==> src/rtl/nct_pkg.sv <==
// nct_pkg: constants, types and length/cycle tables of the nibble core.
// assumes: every user names items as nct_pkg::name, nothing is imported.
package nct_pkg;
	localparam int PC_W = 14;
	// avalon register map, byte addresses
	localparam logic [4:0] OFS_CTRL = 5'h00;
	localparam logic [4:0] OFS_STATUS = 5'h04;
	localparam logic [4:0] OFS_BANKS = 5'h08;
	localparam logic [4:0] OFS_REGS = 5'h0c;
	localparam logic [4:0] OFS_CYCLES = 5'h10;
	localparam logic [4:0] OFS_PC = 5'h14;
	localparam int CTRL_RUN = 0;
	localparam int CTRL_SEL_LO = 1;
	localparam int CTRL_WAKE = 3;
	localparam logic [2:0] CTRL_RST = 3'h0;
	localparam int ST_FLAGS_LO = 16;
	localparam int ST_SKIP = 22;
	localparam int BK_RB_LO = 4;
	localparam int BK_SP_LO = 8;
	// register file slots; pair n is slot 2n+1 (high) : slot 2n (low)
	localparam logic [2:0] R_A = 3'h0;
	localparam logic [2:0] R_E = 3'h1;
	localparam logic [2:0] R_L = 3'h2;
	localparam logic [2:0] R_H = 3'h3;
	localparam logic [2:0] R_X = 3'h4;
	localparam logic [2:0] R_W = 3'h5;
	// opcode groups, high nibble of the first byte
	localparam logic [3:0] GRP_MISC1 = 4'h0;
	localparam logic [3:0] GRP_JRIM = 4'h1;
	localparam logic [3:0] GRP_LDIM = 4'h2;
	localparam logic [3:0] GRP_STK = 4'h3;
	localparam logic [3:0] GRP_MISC2 = 4'h4;
	localparam logic [3:0] GRP_CPRI = 4'h5;
	localparam logic [3:0] GRP_LDRR = 4'h6;
	localparam logic [3:0] GRP_SHORT_INVOKE = 4'h7;
	localparam logic [3:0] GRP_JPS = 4'h8;
	localparam logic [3:0] GRP_JP = 4'hc;
	localparam logic [3:0] GRP_CALL = 4'hd;
	// one-byte group, low nibble
	localparam logic [3:0] OP_NOP = 4'h0;
	localparam logic [3:0] OP_SCF = 4'h1;
	localparam logic [3:0] OP_RCF = 4'h2;
	localparam logic [3:0] OP_CCF = 4'h3;
	localparam logic [3:0] OP_RRC = 4'h4;
	localparam logic [3:0] OP_CPAM = 4'h5;
	localparam logic [3:0] OP_XCH = 4'h6;
	localparam logic [3:0] OP_SWAP_STEP_UP = 4'h7;
	localparam logic [3:0] OP_SWAP_STEP_DOWN = 4'h8;
	localparam logic [3:0] OP_LDI = 4'h9;
	localparam logic [3:0] OP_LDD = 4'ha;
	localparam logic [3:0] OP_LDCWX = 4'hb;
	localparam logic [3:0] OP_LDCEA = 4'hc;
	localparam logic [3:0] OP_RET = 4'hd;
	localparam logic [3:0] OP_INTERRUPT_EXIT = 4'he;
	localparam logic [3:0] OP_SUBROUTINE_EXIT_SKIP = 4'hf;
	// two-byte group, low nibble
	localparam logic [3:0] OP_EI = 4'h0;
	localparam logic [3:0] OP_DI = 4'h1;
	localparam logic [3:0] OP_IDLE = 4'h2;
	localparam logic [3:0] OP_STOP = 4'h3;
	localparam logic [3:0] OP_SMB = 4'h4;
	localparam logic [3:0] OP_SRB = 4'h5;
	localparam logic [3:0] OP_VENT = 4'h6;
	localparam logic [3:0] OP_CPER = 4'h7;
	localparam logic [3:0] OP_JRWX = 4'h8;
	localparam logic [3:0] OP_JREA = 4'h9;
	localparam logic [3:0] OP_PUSHSB = 4'ha;
	localparam logic [3:0] OP_POPSB = 4'hb;

	typedef enum logic [1:0] {
		SQ_HALT = 2'h0,
		SQ_EXEC = 2'h1,
		SQ_SKIP = 2'h3,
		SQ_SKIP2 = 2'h2
	} nct_seq_t;

	typedef struct packed {
		logic mem_bank_enable_flag;
		logic reg_bank_enable_flag;
		logic irq_en;
		logic idle;
		logic stop;
		logic carry;
	} nct_flags_t;

	localparam nct_flags_t FLAGS_RST = 6'h00;

	function automatic logic [1:0] insn_len(input logic [7:0] op);
		case (op[7:4])
		GRP_MISC2, GRP_CPRI, GRP_LDRR, GRP_SHORT_INVOKE, GRP_JPS: insn_len = 2'h2;
		GRP_JP, GRP_CALL: insn_len = 2'h3;
		default: insn_len = 2'h1;
		endcase
	endfunction

	function automatic logic [2:0] insn_cyc(input logic [7:0] op);
		case (op[7:4])
		GRP_MISC1:
			if (op[3:0] >= OP_LDCWX)
				insn_cyc = 3'h3;
			else if (op[3:0] >= OP_SWAP_STEP_UP)
				insn_cyc = 3'h2;
			else
				insn_cyc = 3'h1;
		GRP_MISC2:
			if (op[3:0] == OP_JRWX || op[3:0] == OP_JREA)
				insn_cyc = 3'h3;
			else
				insn_cyc = 3'h2;
		GRP_JRIM, GRP_CPRI, GRP_LDRR, GRP_JPS: insn_cyc = 3'h2;
		GRP_SHORT_INVOKE, GRP_JP: insn_cyc = 3'h3;
		GRP_CALL: insn_cyc = 3'h4;
		default: insn_cyc = 3'h1;
		endcase
	endfunction
endpackage

==> src/rtl/nct_mcyc_div.sv <==
// nct_mcyc_div: machine-cycle enable, one sys_clk pulse per cpu clock.
// assumes: sel is steady while en is high; changes apply at next reload.
`timescale 1ns/100ps
module nct_mcyc_div #(
	parameter int DIV_FAST = 1,
	parameter int DIV_MID = 2,
	parameter int DIV_SLOW = 16,
	parameter int CNT_W = 8
) (
	input wire logic sys_clk,
	input wire logic rst_n,
	input wire logic en,
	input wire logic [1:0] sel,
	output logic tick
);
	logic [CNT_W-1:0] cnt_q;
	logic [CNT_W-1:0] cnt_d;
	wire logic [CNT_W-1:0] reload = (sel == 2'h0) ? CNT_W'(DIV_FAST - 1) :
		(sel == 2'h1) ? CNT_W'(DIV_MID - 1) : CNT_W'(DIV_SLOW - 1);

	// first pulse comes in the cycle en rises
	assign tick = en & (cnt_q == '0);

	always_comb
	begin
		if (!en)
			cnt_d = '0;
		else if (tick)
			cnt_d = reload;
		else
			cnt_d = cnt_q - CNT_W'(1);
	end

	always_ff @(posedge sys_clk or negedge rst_n)
	begin
		if (!rst_n)
			cnt_q <= '0;
		else
			cnt_q <= cnt_d;
	end
endmodule

==> src/rtl/nct_core.sv <==
// nct_core: decode and machine-cycle sequencing of the nibble core.
// assumes: program memory answers pm_addr combinationally on sys_clk,
// settled by the next machine-cycle pulse; avalon master on sys_clk.
`timescale 1ns/100ps
// Overview of operation
// - carry set/clear/invert and nop: 1 byte, 1 cycle
// - irq on/off, idle, stop, bank selects: 2/2
// - vector entry loads bank flags and pc: 2/2
// - register vs immediate compare-skip: 2 bytes, 2+S
// - accumulator vs indirect memory compare-skip: 1, 1+S
// - wide accumulator vs pair compare-skip: 2, 2+S
// - long jump, 14-bit target: 3 bytes, 3 cycles
// - in-page jump, 12-bit target: 2 bytes, 2 cycles
// - pair-relative branch 2/3, short relative 1/2
// - long call, 14-bit target: 3 bytes, 4 cycles
// - short call, 11-bit target: 2 bytes, 3 cycles
// - returns one byte, 3 cycles; skip variant 3+S
// - accumulator/indirect memory swap: 1 byte, 1 cycle
// - swap, pointer low up, skip on carry: 2+S
// - swap, pointer low down, skip on borrow: 2+S
// - load immediate nibble to accumulator: 1/1
// - load immediate byte to pair: 2/2
// - load, pointer low up, skip on carry: 2+S
// - load, pointer low down, skip on borrow: 2+S
// - code byte fetch to wide accumulator: 1/3
// - rotate accumulator right through carry: 1/1
// - pair push/pop 1/1, bank pair push/pop 2/2
// - skip costs 1 cycle, or 2 for 3-byte
// - machine cycle is one selected cpu clock period
module nct_core #(
	parameter int DM_AW = 8,
	parameter int SP_W = 3,
	parameter int DIV_FAST = 1,
	parameter int DIV_MID = 2,
	parameter int DIV_SLOW = 16
) (
	input wire logic sys_clk,
	input wire logic rst_n,
	input wire logic [4:0] avs_address,
	input wire logic avs_read,
	input wire logic avs_write,
	input wire logic [31:0] avs_writedata,
	output logic [31:0] avs_readdata,
	output logic avs_waitrequest,
	output logic [13:0] pm_addr,
	input wire logic [7:0] pm_rdata
);
	localparam int PW = nct_pkg::PC_W;

	nct_pkg::nct_seq_t st_q, st_d;
	nct_pkg::nct_flags_t fl_q, fl_d;
	logic [PW-1:0] pc_q, pc_d;
	logic [1:0] cyc_q, cyc_d;
	logic [7:0] ir0_q, ir1_q, ir2_q;
	logic [7:0][3:0] rf_q, rf_d;
	logic [3:0] mb_q, mb_d, rb_q, rb_d;
	logic [SP_W-1:0] sp_q, sp_d;
	logic [2:0] ctrl_q;
	logic [31:0] ncyc_q;
	logic ack_q;
	logic [31:0] rd_q;
	logic [3:0] dmem [2**DM_AW];
	logic [PW-1:0] stk [2**SP_W];
	logic dm_we, stk_we, skip_take;
	logic [3:0] dm_wd;
	logic [PW-1:0] stk_wd;

	function automatic logic [PW-1:0] rel_tgt(input logic [PW-1:0] p,
		input logic [7:0] o);
		rel_tgt = p + {{(PW-8){o[7]}}, o};
	endfunction

	// machine-cycle pulse at the selected rate
	wire logic tick;
	nct_mcyc_div #(
		.DIV_FAST(DIV_FAST),
		.DIV_MID(DIV_MID),
		.DIV_SLOW(DIV_SLOW),
		.CNT_W(8)
	) u_div (
		.sys_clk(sys_clk),
		.rst_n(rst_n),
		.en(ctrl_q[nct_pkg::CTRL_RUN]),
		.sel(ctrl_q[nct_pkg::CTRL_SEL_LO +: 2]),
		.tick(tick)
	);

	// bus decode
	wire logic req = avs_read | avs_write;
	wire logic wr_now = avs_write & ack_q;
	wire logic wr_ctrl = wr_now & (avs_address == nct_pkg::OFS_CTRL);
	wire logic wake = wr_ctrl & avs_writedata[nct_pkg::CTRL_WAKE];
	wire logic pc_ld = wr_now & (avs_address == nct_pkg::OFS_PC)
		& (st_q == nct_pkg::SQ_HALT);
	assign avs_waitrequest = req & ~ack_q;
	assign avs_readdata = rd_q;

	// instruction bytes: the byte of this cycle comes straight off the bus
	wire logic [7:0] b0 = (cyc_q == 2'h0) ? pm_rdata : ir0_q;
	wire logic [7:0] b1 = (cyc_q == 2'h1) ? pm_rdata : ir1_q;
	wire logic [7:0] b2 = (cyc_q == 2'h2) ? pm_rdata : ir2_q;
	wire logic [3:0] grp = b0[7:4];
	wire logic [3:0] sub = b0[3:0];
	wire logic [1:0] len0 = nct_pkg::insn_len(b0);
	wire logic [2:0] ncy0 = nct_pkg::insn_cyc(b0);
	wire logic fetch_b = cyc_q < len0;
	wire logic last = {1'b0, cyc_q} == (ncy0 - 3'h1);
	wire logic [1:0] skl = nct_pkg::insn_len(pm_rdata);

	// operands
	wire logic [3:0] acc = rf_q[nct_pkg::R_A];
	wire logic [3:0] lo_l = rf_q[nct_pkg::R_L];
	wire logic [DM_AW-1:0] hl =
		DM_AW'({rf_q[nct_pkg::R_H], rf_q[nct_pkg::R_L]});
	wire logic [3:0] mem = dmem[hl];
	wire logic [7:0] wx = {rf_q[nct_pkg::R_W], rf_q[nct_pkg::R_X]};
	wire logic [7:0] ea = {rf_q[nct_pkg::R_E], rf_q[nct_pkg::R_A]};
	wire logic [7:0] pr_a = {rf_q[{b0[2:1], 1'b1}], rf_q[{b0[2:1], 1'b0}]};
	wire logic [7:0] pr_b = {rf_q[{b1[2:1], 1'b1}], rf_q[{b1[2:1], 1'b0}]};
	wire logic [PW-1:0] stk_top = stk[sp_q - SP_W'(1)];
	wire logic step_up = (sub == nct_pkg::OP_SWAP_STEP_UP) | (sub == nct_pkg::OP_LDI);
	wire logic step_xc = (sub == nct_pkg::OP_SWAP_STEP_UP) | (sub == nct_pkg::OP_SWAP_STEP_DOWN);
	wire logic go = ctrl_q[nct_pkg::CTRL_RUN] & ~fl_q.idle & ~fl_q.stop;

	// code byte fetch points program memory at a pair during cycle 1
	wire logic ldc_now = (st_q == nct_pkg::SQ_EXEC) & (cyc_q == 2'h1)
		& (ir0_q[7:4] == nct_pkg::GRP_MISC1)
		& (ir0_q[3:0] == nct_pkg::OP_LDCWX | ir0_q[3:0] == nct_pkg::OP_LDCEA);
	wire logic [7:0] ldc_src = (ir0_q[3:0] == nct_pkg::OP_LDCWX) ? wx : ea;
	assign pm_addr = ldc_now ? {pc_q[PW-1:8], ldc_src} : pc_q;

	always_comb
	begin
		st_d = st_q;
		cyc_d = cyc_q;
		pc_d = pc_q;
		fl_d = fl_q;
		rf_d = rf_q;
		mb_d = mb_q;
		rb_d = rb_q;
		sp_d = sp_q;
		dm_we = 1'b0;
		dm_wd = acc;
		stk_we = 1'b0;
		stk_wd = pc_q;
		skip_take = 1'b0;
		// wake first so an idle or stop executed this cycle still sticks
		if (wake)
		begin
			fl_d.idle = 1'b0;
			fl_d.stop = 1'b0;
		end
		if (pc_ld)
			pc_d = avs_writedata[PW-1:0];
		case (st_q)
		nct_pkg::SQ_HALT:
			if (go)
				st_d = nct_pkg::SQ_EXEC;
		nct_pkg::SQ_EXEC:
			if (tick)
			begin
				if (fetch_b)
					pc_d = pc_q + PW'(1);
				cyc_d = cyc_q + 2'h1;
				if (last)
				begin
					cyc_d = 2'h0;
					case (grp)
					nct_pkg::GRP_MISC1:
						case (sub)
						nct_pkg::OP_SCF: fl_d.carry = 1'b1;
						nct_pkg::OP_RCF: fl_d.carry = 1'b0;
						nct_pkg::OP_CCF: fl_d.carry = ~fl_q.carry;
						nct_pkg::OP_RRC:
						begin
							rf_d[nct_pkg::R_A] = {fl_q.carry, acc[3:1]};
							fl_d.carry = acc[0];
						end
						nct_pkg::OP_CPAM: skip_take = (acc == mem);
						nct_pkg::OP_XCH:
						begin
							rf_d[nct_pkg::R_A] = mem;
							dm_we = 1'b1;
						end
						nct_pkg::OP_SWAP_STEP_UP, nct_pkg::OP_SWAP_STEP_DOWN,
						nct_pkg::OP_LDI, nct_pkg::OP_LDD:
						begin
							rf_d[nct_pkg::R_A] = mem;
							dm_we = step_xc;
							rf_d[nct_pkg::R_L] = step_up ? lo_l + 4'h1 : lo_l - 4'h1;
							// up skips on carry out, down on borrow
							skip_take = step_up ? (lo_l == 4'hf) : (lo_l == 4'h0);
						end
						nct_pkg::OP_LDCWX, nct_pkg::OP_LDCEA:
						begin
							rf_d[nct_pkg::R_A] = ir1_q[3:0];
							rf_d[nct_pkg::R_E] = ir1_q[7:4];
						end
						nct_pkg::OP_RET, nct_pkg::OP_INTERRUPT_EXIT, nct_pkg::OP_SUBROUTINE_EXIT_SKIP:
						begin
							pc_d = stk_top;
							sp_d = sp_q - SP_W'(1);
							skip_take = (sub == nct_pkg::OP_SUBROUTINE_EXIT_SKIP);
						end
						default:
						begin
						end
						endcase
					nct_pkg::GRP_JRIM:
						pc_d = rel_tgt(pc_q, {{4{sub[3]}}, sub});
					nct_pkg::GRP_LDIM:
						rf_d[nct_pkg::R_A] = sub;
					nct_pkg::GRP_STK:
						if (sub[3])
						begin
							{rf_d[{sub[2:1], 1'b1}], rf_d[{sub[2:1], 1'b0}]} =
								stk_top[7:0];
							sp_d = sp_q - SP_W'(1);
						end
						else
						begin
							stk_we = 1'b1;
							stk_wd = PW'(pr_a);
							sp_d = sp_q + SP_W'(1);
						end
					nct_pkg::GRP_MISC2:
						case (sub)
						nct_pkg::OP_EI: fl_d.irq_en = 1'b1;
						nct_pkg::OP_DI: fl_d.irq_en = 1'b0;
						nct_pkg::OP_IDLE: fl_d.idle = 1'b1;
						nct_pkg::OP_STOP: fl_d.stop = 1'b1;
						nct_pkg::OP_SMB: mb_d = b1[3:0];
						nct_pkg::OP_SRB: rb_d = b1[3:0];
						nct_pkg::OP_VENT:
						begin
							fl_d.mem_bank_enable_flag = b1[7];
							fl_d.reg_bank_enable_flag = b1[6];
							pc_d = PW'(b1[5:0]);
						end
						nct_pkg::OP_CPER: skip_take = (pr_b == ea);
						nct_pkg::OP_JRWX: pc_d = rel_tgt(pc_q, wx);
						nct_pkg::OP_JREA: pc_d = rel_tgt(pc_q, ea);
						nct_pkg::OP_PUSHSB:
						begin
							stk_we = 1'b1;
							stk_wd = PW'({mb_q, rb_q});
							sp_d = sp_q + SP_W'(1);
						end
						nct_pkg::OP_POPSB:
						begin
							{mb_d, rb_d} = stk_top[7:0];
							sp_d = sp_q - SP_W'(1);
						end
						default:
						begin
						end
						endcase
					nct_pkg::GRP_CPRI:
						skip_take = (rf_q[sub[2:0]] == b1[3:0]);
					nct_pkg::GRP_LDRR:
						{rf_d[{sub[2:1], 1'b1}], rf_d[{sub[2:1], 1'b0}]} = b1;
					nct_pkg::GRP_SHORT_INVOKE:
					begin
						stk_we = 1'b1;
						sp_d = sp_q + SP_W'(1);
						pc_d = {pc_q[PW-1:11], sub[2:0], b1};
					end
					nct_pkg::GRP_JPS:
						pc_d = {pc_q[PW-1:12], sub, b1};
					nct_pkg::GRP_JP:
						pc_d = {b1[5:0], b2};
					nct_pkg::GRP_CALL:
					begin
						stk_we = 1'b1;
						sp_d = sp_q + SP_W'(1);
						pc_d = {b1[5:0], b2};
					end
					default:
					begin
					end
					endcase
					if (skip_take)
						st_d = nct_pkg::SQ_SKIP;
					else if (!ctrl_q[nct_pkg::CTRL_RUN] || fl_d.idle || fl_d.stop)
						st_d = nct_pkg::SQ_HALT;
				end
			end
		nct_pkg::SQ_SKIP:
			if (tick)
			begin
				// only the length is looked at; nothing else of it is acted on
				pc_d = pc_q + PW'(skl);
				if (skl == 2'h3)
					st_d = nct_pkg::SQ_SKIP2;
				else
					st_d = go ? nct_pkg::SQ_EXEC : nct_pkg::SQ_HALT;
			end
		nct_pkg::SQ_SKIP2:
			if (tick)
				st_d = go ? nct_pkg::SQ_EXEC : nct_pkg::SQ_HALT;
		default:
			st_d = nct_pkg::SQ_HALT;
		endcase
	end

	always_ff @(posedge sys_clk or negedge rst_n)
	begin
		if (!rst_n)
		begin
			st_q <= nct_pkg::SQ_HALT;
			fl_q <= nct_pkg::FLAGS_RST;
			pc_q <= '0;
			cyc_q <= 2'h0;
			rf_q <= '0;
			mb_q <= 4'h0;
			rb_q <= 4'h0;
			sp_q <= '0;
		end
		else
		begin
			st_q <= st_d;
			fl_q <= fl_d;
			pc_q <= pc_d;
			cyc_q <= cyc_d;
			rf_q <= rf_d;
			mb_q <= mb_d;
			rb_q <= rb_d;
			sp_q <= sp_d;
		end
	end

	// instruction byte latches; cycle 1 of a code fetch grabs the code byte
	wire logic ir_cap = tick & (st_q == nct_pkg::SQ_EXEC);
	always_ff @(posedge sys_clk or negedge rst_n)
	begin
		if (!rst_n)
		begin
			ir0_q <= 8'h00;
			ir1_q <= 8'h00;
			ir2_q <= 8'h00;
		end
		else if (ir_cap)
		begin
			if (cyc_q == 2'h0)
				ir0_q <= pm_rdata;
			if (cyc_q == 2'h1)
				ir1_q <= pm_rdata;
			if (cyc_q == 2'h2)
				ir2_q <= pm_rdata;
		end
	end

	// memories carry no reset, software must not rely on their contents
	always_ff @(posedge sys_clk)
	begin
		if (dm_we)
			dmem[hl] <= dm_wd;
		if (stk_we)
			stk[sp_q] <= stk_wd;
	end

	// machine cycles spent outside halt, a timing observation point
	always_ff @(posedge sys_clk or negedge rst_n)
	begin
		if (!rst_n)
			ncyc_q <= 32'h0000_0000;
		else if (tick && st_q != nct_pkg::SQ_HALT)
			ncyc_q <= ncyc_q + 32'h0000_0001;
	end

	// avalon slave: one wait state on every access
	wire logic [31:0] st_word = {9'h000, st_q != nct_pkg::SQ_EXEC &&
		st_q != nct_pkg::SQ_HALT, fl_q, 2'h0, pc_q};
	wire logic [31:0] bk_word = {20'h0_0000, 4'(sp_q), rb_q, mb_q};
	wire logic [31:0] rd_mux =
		(avs_address == nct_pkg::OFS_CTRL) ? {29'h0000_0000, ctrl_q} :
		(avs_address == nct_pkg::OFS_STATUS) ? st_word :
		(avs_address == nct_pkg::OFS_BANKS) ? bk_word :
		(avs_address == nct_pkg::OFS_REGS) ? rf_q :
		(avs_address == nct_pkg::OFS_CYCLES) ? ncyc_q :
		(avs_address == nct_pkg::OFS_PC) ? {18'h0_0000, pc_q} :
		32'h0000_0000;

	always_ff @(posedge sys_clk or negedge rst_n)
	begin
		if (!rst_n)
		begin
			ack_q <= 1'b0;
			rd_q <= 32'h0000_0000;
			ctrl_q <= nct_pkg::CTRL_RST;
		end
		else
		begin
			ack_q <= req & ~ack_q;
			if (avs_read && !ack_q)
				rd_q <= rd_mux;
			if (wr_ctrl)
				ctrl_q <= avs_writedata[2:0];
		end
	end
endmodule

==> config.mk <==
export PLATFORM = sky130hd
export DESIGN_NAME = nct_core
export DESIGN_NICKNAME = d
export VERILOG_FILES = /design/src/rtl/nct_pkg.sv /design/src/rtl/nct_mcyc_div.sv /design/src/rtl/nct_core.sv
export SDC_FILE = /design/constraint.sdc
export NUM_CORES = 2
export LEC_CHECK = 0
export BUFFER_PORTS_ARGS = -buffer_cell sky130_fd_sc_hd__buf_2
export CAP_MARGIN = 20
export CORE_MARGIN = 8
export CORE_UTILIZATION = 43
export DETAILED_ROUTE_END_ITERATION = 6
export SLEW_MARGIN = 5
export SYNTH_ARGS = -nofsm -noshare
export SYNTH_HDL_FRONTEND = slang
export SYNTH_HIERARCHICAL = 1
export SYNTH_SLANG_ARGS = --single-unit
==> constraint.sdc <==
create_clock -name sys_clk -period 5.5 [get_ports sys_clk]
set_clock_uncertainty 0.15 [all_clocks]
set_input_delay 0.55 -clock sys_clk [delete_from_list [all_inputs] [get_ports sys_clk]]
set_output_delay 0.55 -clock sys_clk [all_outputs]
set_load 0.005 [all_outputs]
Word level (Yosys, flattened, before mapping)
Memory sizes are Yosys's and may differ from the RTL's.
Cells that the tools add are included.
{"block": "op_classes", "n_lt_le_gt_ge": 10, "n_bitwise": 21, "n_addsub": 13, "mul": 0, "reduce_logical": 51, "div_mod_pow": 0, "n_eq_ne": 69, "n_shift": 0, "mux": 115}
{"op": "two-way mux 32 bit", "count": 6}
{"op": "two-way mux 14 bit", "count": 12}
{"op": "bitwise mux 32 bit", "count": 4}
{"op": "case mux 14 bit (6 select lines)", "count": 1}
{"op": "equality test 4 bit (second input constant)", "count": 17}
{"op": "two-way mux 8 bit", "count": 8}
{"op": "case mux 14 bit (2 select lines)", "count": 2}
{"op": "equality test 4 x 3 -> 1 bit (second input constant)", "count": 12}
{"op": "two-way mux 4 bit", "count": 11}
{"op": "adder 14 bit", "count": 3}
{"op": "case mux 14 bit (3 select lines)", "count": 1}
{"op": "case mux 20 bit (2 select lines)", "count": 1}
{"op": "adder 32 x 1 -> 32 bit (second input constant)", "count": 1}
{"op": "binary-select mux 4 bit (select 2 bit)", "count": 4}
{"op": "AND reduction 5 bit", "count": 6}
{"op": "AND reduction 6 bit", "count": 5}
{"op": "two-way mux 2 bit", "count": 13}
{"op": "case mux 8 bit (3 select lines)", "count": 1}
{"op": "two-way mux 1 bit", "count": 23}
{"op": "< comparator 3 x 4 -> 1 bit (second input constant)", "count": 5}
{"op": "two-way mux 5 bit", "count": 4}
{"op": "demux 4 bit (select 2 bit)", "count": 2}
{"op": "equality test 4 x 2 -> 1 bit (second input constant)", "count": 4}
{"op": "zero test 4 bit", "count": 4}
{"op": "other kinds (58)", "count": 129}
{"block": "word_totals", "wordCells": 311, "ff_bits": 167, "mem_bits_rw": 1136, "output_inout_bits": 47, "input_bits": 49, "latch_bits": 0, "n_memories": 2, "mem_bits_ro": 0}
{"name": "dmem", "words": 256, "width": 4, "read_ports": 1, "rd_clocked_by_memory_dff": 0, "wr": 1, "line_no": "nct_core.sv:62", "source": "logic [3:0] dmem [2**DM_AW];"}
{"name": "stk", "words": 8, "width": 14, "read_ports": 1, "rd_clocked_by_memory_dff": 0, "wr": 1, "line_no": "nct_core.sv:63", "source": "logic [PW-1:0] stk [2**SP_W];"}

Longest topological paths before layout
{"block": "depth", "depth_word": 18, "ltp_mapped": 21, "mapped_depth_nobuf": 19}

By module
Netlist, hierarchy kept.
{"module": "nct_core", "area_per_inst_um2": 57128.5, "cells_each": 3730, "n_inst": 1, "seq_area_each_um2": 38091.5}
{"module": "nct_mcyc_div", "area_per_inst_um2": 456.7, "cells_each": 44, "n_inst": 1, "seq_area_each_um2": 200.2}

Worst setup path before layout
Ideal clock, no wire load.
{"block": "synth_path", "kind": "reg2reg", "startpoint": "register rf_q (netlist bit acc[2])", "endpoint": "register pc_q[12]", "n_path_buf": 1, "setup_time_ps": 130, "arrival_time_ps": 5844, "slack_ps": -624, "synth_period_minus_slack_ps": 6124, "stages_incl_launch_ff": 14, "required_ps": 5220, "cell_sequence": "dfrtp_1 -> clkbuf_1 -> mux2_2 -> ha_1 -> a21o_1 -> a21oi_1 -> o21bai_1 -> a2111oi_0 -> o31ai_1 -> a31oi_1 -> xor2_1 -> nor3_1 -> a211oi_1 -> o21ai_0"}
{"block": "synth_between", "elab_chain_len": 6}
{"element": "from (decl)", "line_no": "nct_core.sv:55", "source": "logic [7:0][3:0] rf_q, rf_d;"}
{"element": "from (signal assigned)", "line_no": "nct_core.sv:325", "source": "rf_q <= rf_d;"}
{"element": "adder 14 bit", "line_no": "nct_core.sv:70", "source": "rel_tgt = p + {{(PW-8){o[7]}}, o};"}
{"element": "case mux 14 bit (3 select lines)", "line_no": "nct_core.sv:227", "source": "case (sub)"}
{"element": "case mux 14 bit (6 select lines)", "line_no": "nct_core.sv:168", "source": "case (grp)"}
{"element": "two-way mux 14 bit", "line_no": "nct_core.sv:165", "source": "if (last)"}
{"element": "two-way mux 14 bit", "line_no": "nct_core.sv:160", "source": "if (tick)"}
{"element": "case mux 14 bit (2 select lines)", "line_no": "nct_core.sv:155", "source": "case (st_q)"}
{"element": "to (signal assigned)", "line_no": "nct_core.sv:323", "source": "pc_q <= pc_d;"}
{"element": "to (decl)", "line_no": "nct_core.sv:52", "source": "logic [PW-1:0] pc_q, pc_d;"}
Every way passes these cells.
A chain may end at the register's enable or synchronous reset.

Final worst setup path
{"block": "layout_path", "startpoint": "register cyc_q[0]", "endpoint": "memory dmem[235][1] (enable)"}
{"block": "layout_between", "elab_chain_len": 13, "elab_cells_between_ends": 36, "cone_classes": "add/sub (1); order compare (2); eq/ne (14); mux (12); bitwise (1); reduce/logical (6)"}
{"element": "from (decl)", "line_no": "nct_core.sv:53", "source": "logic [1:0] cyc_q, cyc_d;"}
{"element": "from (signal assigned)", "line_no": "nct_core.sv:324", "source": "cyc_q <= cyc_d;"}
{"element": "zero test 2 bit", "line_no": "nct_core.sv:99", "source": "wire logic [7:0] b0 = (cyc_q == 2'h0) ? pm_rdata : ir0_q;"}
{"element": "two-way mux 8 bit"}
{"element": "greater-or-equal comparator 4 x 3 -> 1 bit, or another cell as far along", "line_no": "nct_pkg.sv:101", "source": "else if (op[3:0] >= OP_SWAP_STEP_UP)"}
{"element": "two-way mux 2 bit / logical OR 1 bit (equally long branches)", "line_no": "nct_pkg.sv:101, nct_pkg.sv:106"}
{"element": "two-way mux 2 bit / two-way mux 1 bit (equally long branches)", "line_no": "nct_pkg.sv:99, nct_pkg.sv:106"}
{"element": "case mux 3 bit (5 select lines)", "line_no": "nct_pkg.sv:97", "source": "case (op[7:4])"}
{"element": "subtractor 3 x 1 -> 3 bit", "line_no": "nct_core.sv:107", "source": "wire logic last = {1'b0, cyc_q} == (ncy0 - 3'h1);"}
{"element": "equality test 2 x 3 -> 1 bit", "line_no": "nct_core.sv:107"}
{"element": "two-way mux 1 bit (*)", "line_no": "nct_core.sv:165"}
{"element": "two-way mux 1 bit (*)", "line_no": "nct_core.sv:160"}
{"element": "two-way mux 1 bit (*)", "line_no": "nct_core.sv:155"}
{"element": "two-way mux 1 bit (*)", "line_no": "nct_core.sv:356", "source": "if (dm_we)"}
{"element": "two-way mux 1 bit (not written as such) (*)", "line_no": "nct_core.sv:357", "source": "dmem[hl] <= dm_wd;"}
{"element": "to (decl)", "line_no": "nct_core.sv:62"}
Mark *: on every way between the ends. The rest lies on a longest branch, timed or not.

==> metrics.log <==
INFO  metric floorplan.die.height = 382 um
INFO  metric globalplace.congestion = 0.942
INFO  metric ir_worst_vdd = 337 uV
INFO  metric detailedPlace.worstSlack = -0.196 ns
INFO  metric initialDrtViolationCount = 4331
INFO  metric grt_antenna_before_repair = 1
INFO  metric starting_density = 43.3%
INFO  metric placed_cell_area = 60700 sq um
INFO  metric sw_frac_of_total = 36.0%
INFO  metric yosys_register_bits = 1303
INFO  metric synth_flop_cell = edfxtp_1
INFO  metric yosysUniqueCellTypes = 102
INFO  metric fin_tns_setup = 0 ns
INFO  metric p_seq_share = 37.8%
INFO  metric status = finished, final reports clean
INFO  metric power.density = 489 nW/um^2
INFO  metric post-route-worst-setup-slack = 0.347 ns
INFO  metric global_routing_usage_summed_across_all_routing_layers = 22.4%
INFO  metric setup.worst_path.start_class = flip-flop
INFO  metric cts-buffers-inserted = 140
INFO  metric tritoncts = done
INFO  metric hp-class = input port to flip-flop
INFO  metric routed_wire_length_per_instance = 28.5 um
INFO  metric worst-r2r-cell-count = 17
INFO  metric switchingPower = 11600 uW
INFO  metric areaGrowthSynthToFinish = 14.1%
INFO  metric insertedDiodeCount = 0
INFO  metric num_rows = 134
INFO  metric dp_hpwl = 107 mm
INFO  metric reg2reg_setup_slack = 0.35 ns
INFO  metric ffs_w_async_s_r_synth = 12.8%
INFO  metric cell_area_after_synthesis = 57600 sq um
INFO  metric port_buffers = 77
INFO  metric grt_start_max_net_pins = 260
INFO  metric numClockSinks = 1303
INFO  metric max_clock_freq = 194 MHz
INFO  metric critical_path.reg2reg.startpoint = cyc_q[0]
INFO  metric grt_pass1_vias = 35600
INFO  metric globalRouteOverflowTotal = 0
INFO  metric crit_path_end = dmem[235][1]
INFO  metric netlist_instances = 3774
INFO  metric comb_power_share = 33.6%
INFO  metric total_leakage_power = 0.0204 uW
INFO  metric die_area = 146000 sq um
INFO  metric synth-seq-area-share = 66.5%
INFO  metric unrepaired_setup_endpoints_after_global_routing = false
INFO  metric timing.final.hold_violations = 0
INFO  metric timing.rr.end = dmem[235][1]
INFO  metric num_vias = 35300
INFO  metric timing_worst_slew_pin_value = 1.29 ns
INFO  metric dr.pass1.iters = 7
INFO  metric fp.coreArea = 133000 sq um
INFO  metric setup.worst_path.start = cyc_q[0]
INFO  metric finalSetupViolCount = 0
INFO  metric cp-end-kind = flip-flop
INFO  metric synthesized_area_divided_by_synthesized_cell_count = 15.3 sq um
INFO  metric cp.arrival = 5.43 ns
INFO  metric cp.required = 5.78 ns
INFO  metric setup.worst_path.class = flip-flop to flip-flop
INFO  metric clkPwrFrac = 28.6%
INFO  metric yosys_warnings = 6
INFO  metric max_slew_margin = 14.0%
INFO  metric insertion_delay = 0.78 ns
INFO  metric layout-drive-gt1-share = 21.5%
INFO  metric synth-edff-count = 1136
INFO  metric hold_ws = 0.0583 ns
INFO  metric minimum_clock_period = 5.15 ns
INFO  metric cts.path.max_buffers = 3
INFO  metric crit_path_max_fanout = 20
INFO  metric fin_nets = 4052
INFO  metric via_per_inst = 6.06
INFO  metric final_design_area_no_fill = 65700 sq um
INFO  metric layout_worst_path_cycle_share = 93.7%
INFO  metric finalWirelength = 167 mm
INFO  metric io-pin-count = 96
INFO  metric clock-root-buffer = clkbuf_16
INFO  metric num-fill-cells = 11300
INFO  metric worstHoldPathCells = 2
INFO  metric drv.max_cap_violation_count = 0
INFO  metric clkTransAtPathRegs = 0.06 ns
INFO  metric drt_drc_violations_left = 0
INFO  metric detail-route-antenna-nets = 0
INFO  metric utilization = 49.3%
INFO  metric count_of_h_tree_levels_built_during_cts = 4
INFO  metric p_int = 20600 uW
INFO  metric synth.net_count = 3869
INFO  metric wire_length_of_the_first_global_routing_pass = 245 mm
INFO  metric final-max-slew-violation-count = 0
INFO  metric chipWidth = 382 um
## cells by family (layout without fill, tap and decap cells)
| logic type | count (synthesis) | count (layout) | synth area share [%] |
|---|---|---|---|
| DFF | 1303 | 1303 | 66.5 |
| and+or+nand+nor | 899 | 899 | 6.95 |
| AOI/OAI and AO/OA | 667 | 667 | 8.09 |
| muxes | 480 | 480 | 13.7 |
| buffers and inverters | 276 | 570 | 2.13 |
| xor gates and xnor gates | 103 | 103 | 1.57 |
| adders and majority gates | 46 | 46 | 1.05 |
## worst min-delay path by stage
stage | start | to | slack [ns]
3_5_place_dp | avs_readdata[15] | avs_readdata[15] | 0.32
5_1_grt | pm_rdata[2] | ir2_q[2] | 0.02
6_report | pm_rdata[2] | ir2_q[2] | 0.06
3_3_place_gp | avs_readdata[19] | avs_readdata[19] | 0.31
4_1_cts | pm_rdata[2] | ir2_q[2] | 0.006
2_1_floorplan | rst_n | acc[0] | 0.10
## layer usage
layer | part of all wire (%) | vias to the layer above | track usage [%]
met1 | 41 | 18100 | 31.2
met2 | 46 | 1688 | 35.2
met4 | 3.7 | 0 | 7.96
li1 | - | 15300 | -
met3 | 8.4 | 324 | 4.46
met5 | 0 | - | 0
## state kept, by name (all words and copies together) (netlist names), 8 cells and up
signal        cells
rf_q             16
avs_readdata     32
ir0_q             8
dmem           1024
ncyc_q           32
stk             112
ir2_q             8
ir1_q             8
u_div/cnt_q       8
pc_q             14
## final cells by class
class,instances,area [sq um],area share [%]
clock inverter,66,741,1.13
multi-input combinational,2195,18400,28.0
tap,1768,2210,3.37
clock buffer,187,3740,5.70
sequential,1303,38300,58.3
inverter,40,150,0.229
timing repair buffer,277,2130,3.24
## critical path, stage by stage, from the launching register on
cell and delay (ns):
dfrtp_1 0.44, inv_1 0.17, ha_2 0.36, buf_4 0.31, nand3_1 0.09, o21ai_1 0.20, mux2i_1 0.16, a21bo_1 0.22
a221oi_4 0.34, ha_1 0.32, xor2_1 0.19, and2_1 0.22, nand4_4 0.24, nor4b_4 0.36, buf_4 0.20, nand3_1 0.20
buf_4 0.28, nor2_1 0.32
## placed cells by master, fill, tap and decap left out, types with 41 or more instances in the layout
| master | synthesis | layout |
|---|---|---|
| a21oi_1 | 100 | 100 |
| a22oi_1 | 99 | 99 |
| buf_2 | 22 | 77 |
| buf_4 | 28 | 165 |
| clkbuf_1 | 151 | 42 |
| clkbuf_16 | 0 | 141 |
| dfrtp_1 | 167 | 159 |
| edfxtp_1 | 1136 | 1136 |
| ha_1 | 42 | 41 |
| mux2i_1 | 184 | 181 |
| mux4_2 | 241 | 241 |
| nand2_1 | 276 | 255 |
| nand3_1 | 72 | 72 |
| nor2_1 | 378 | 309 |
| nor2_2 | 0 | 68 |
| o21ai_0 | 128 | 128 |
| o22ai_1 | 41 | 41 |
| xnor2_1 | 66 | 66 |
## stage by stage
step,power [uW],instances
floorplan,18900,3774
global placement,22900,5556
detailed placement,22900,5558
CTS,32100,5830
global route,33300,5836
finish,32100,5836
## power groups by stage
stage               sequential (uW)  combinational [uW]  clock [uW]
finish                        12200               10800        9180
detailed placement            12300               10500           0
global placement              12300               10500           0
CTS                           12100               10600        9330
global route                  12200               11400        9700
floorplan                     12200                6650           0
## timing repair
action	CTS	global route
hold buffers	19	0
buffers inserted	0	2
pin swaps	0	2
setup endpoints to repair	272	908
hold endpoints to repair	108	0
resized for setup	4	80
## synth_stat cells (13+ instances only)
library cell,n,area share [%]
o22ai_1,41,0.45
o221ai_1,16,0.24
nor3_1,28,0.24
o21ai_0,128,1.1
nand2_1,276,1.8
a21oi_1,100,0.87
a21o_1,15,0.20
xor2_1,37,0.56
mux2_2,36,0.70
nand3_1,72,0.63
nor2_1,378,2.5
a222oi_1,13,0.23
o211ai_1,13,0.17
a221oi_1,31,0.47
clkbuf_1,151,0.98
xnor2_1,66,1.0
a211oi_1,26,0.34
mux4_2,241,9.4
nor2b_1,19,0.21
buf_1,27,0.18
inv_1,34,0.22
edfxtp_1,1136,59
a31oi_1,30,0.33
a22oi_1,99,1.3
ha_1,42,0.91
and3_1,15,0.16
nand4_1,19,0.21
mux2i_1,184,3.2
mux2_1,17,0.33
nand2b_1,20,0.22
a22o_1,40,0.61
buf_4,28,0.37
dfrtp_1,167,7.3
buf_2,22,0.19
(Power assumes the default switching activity.)
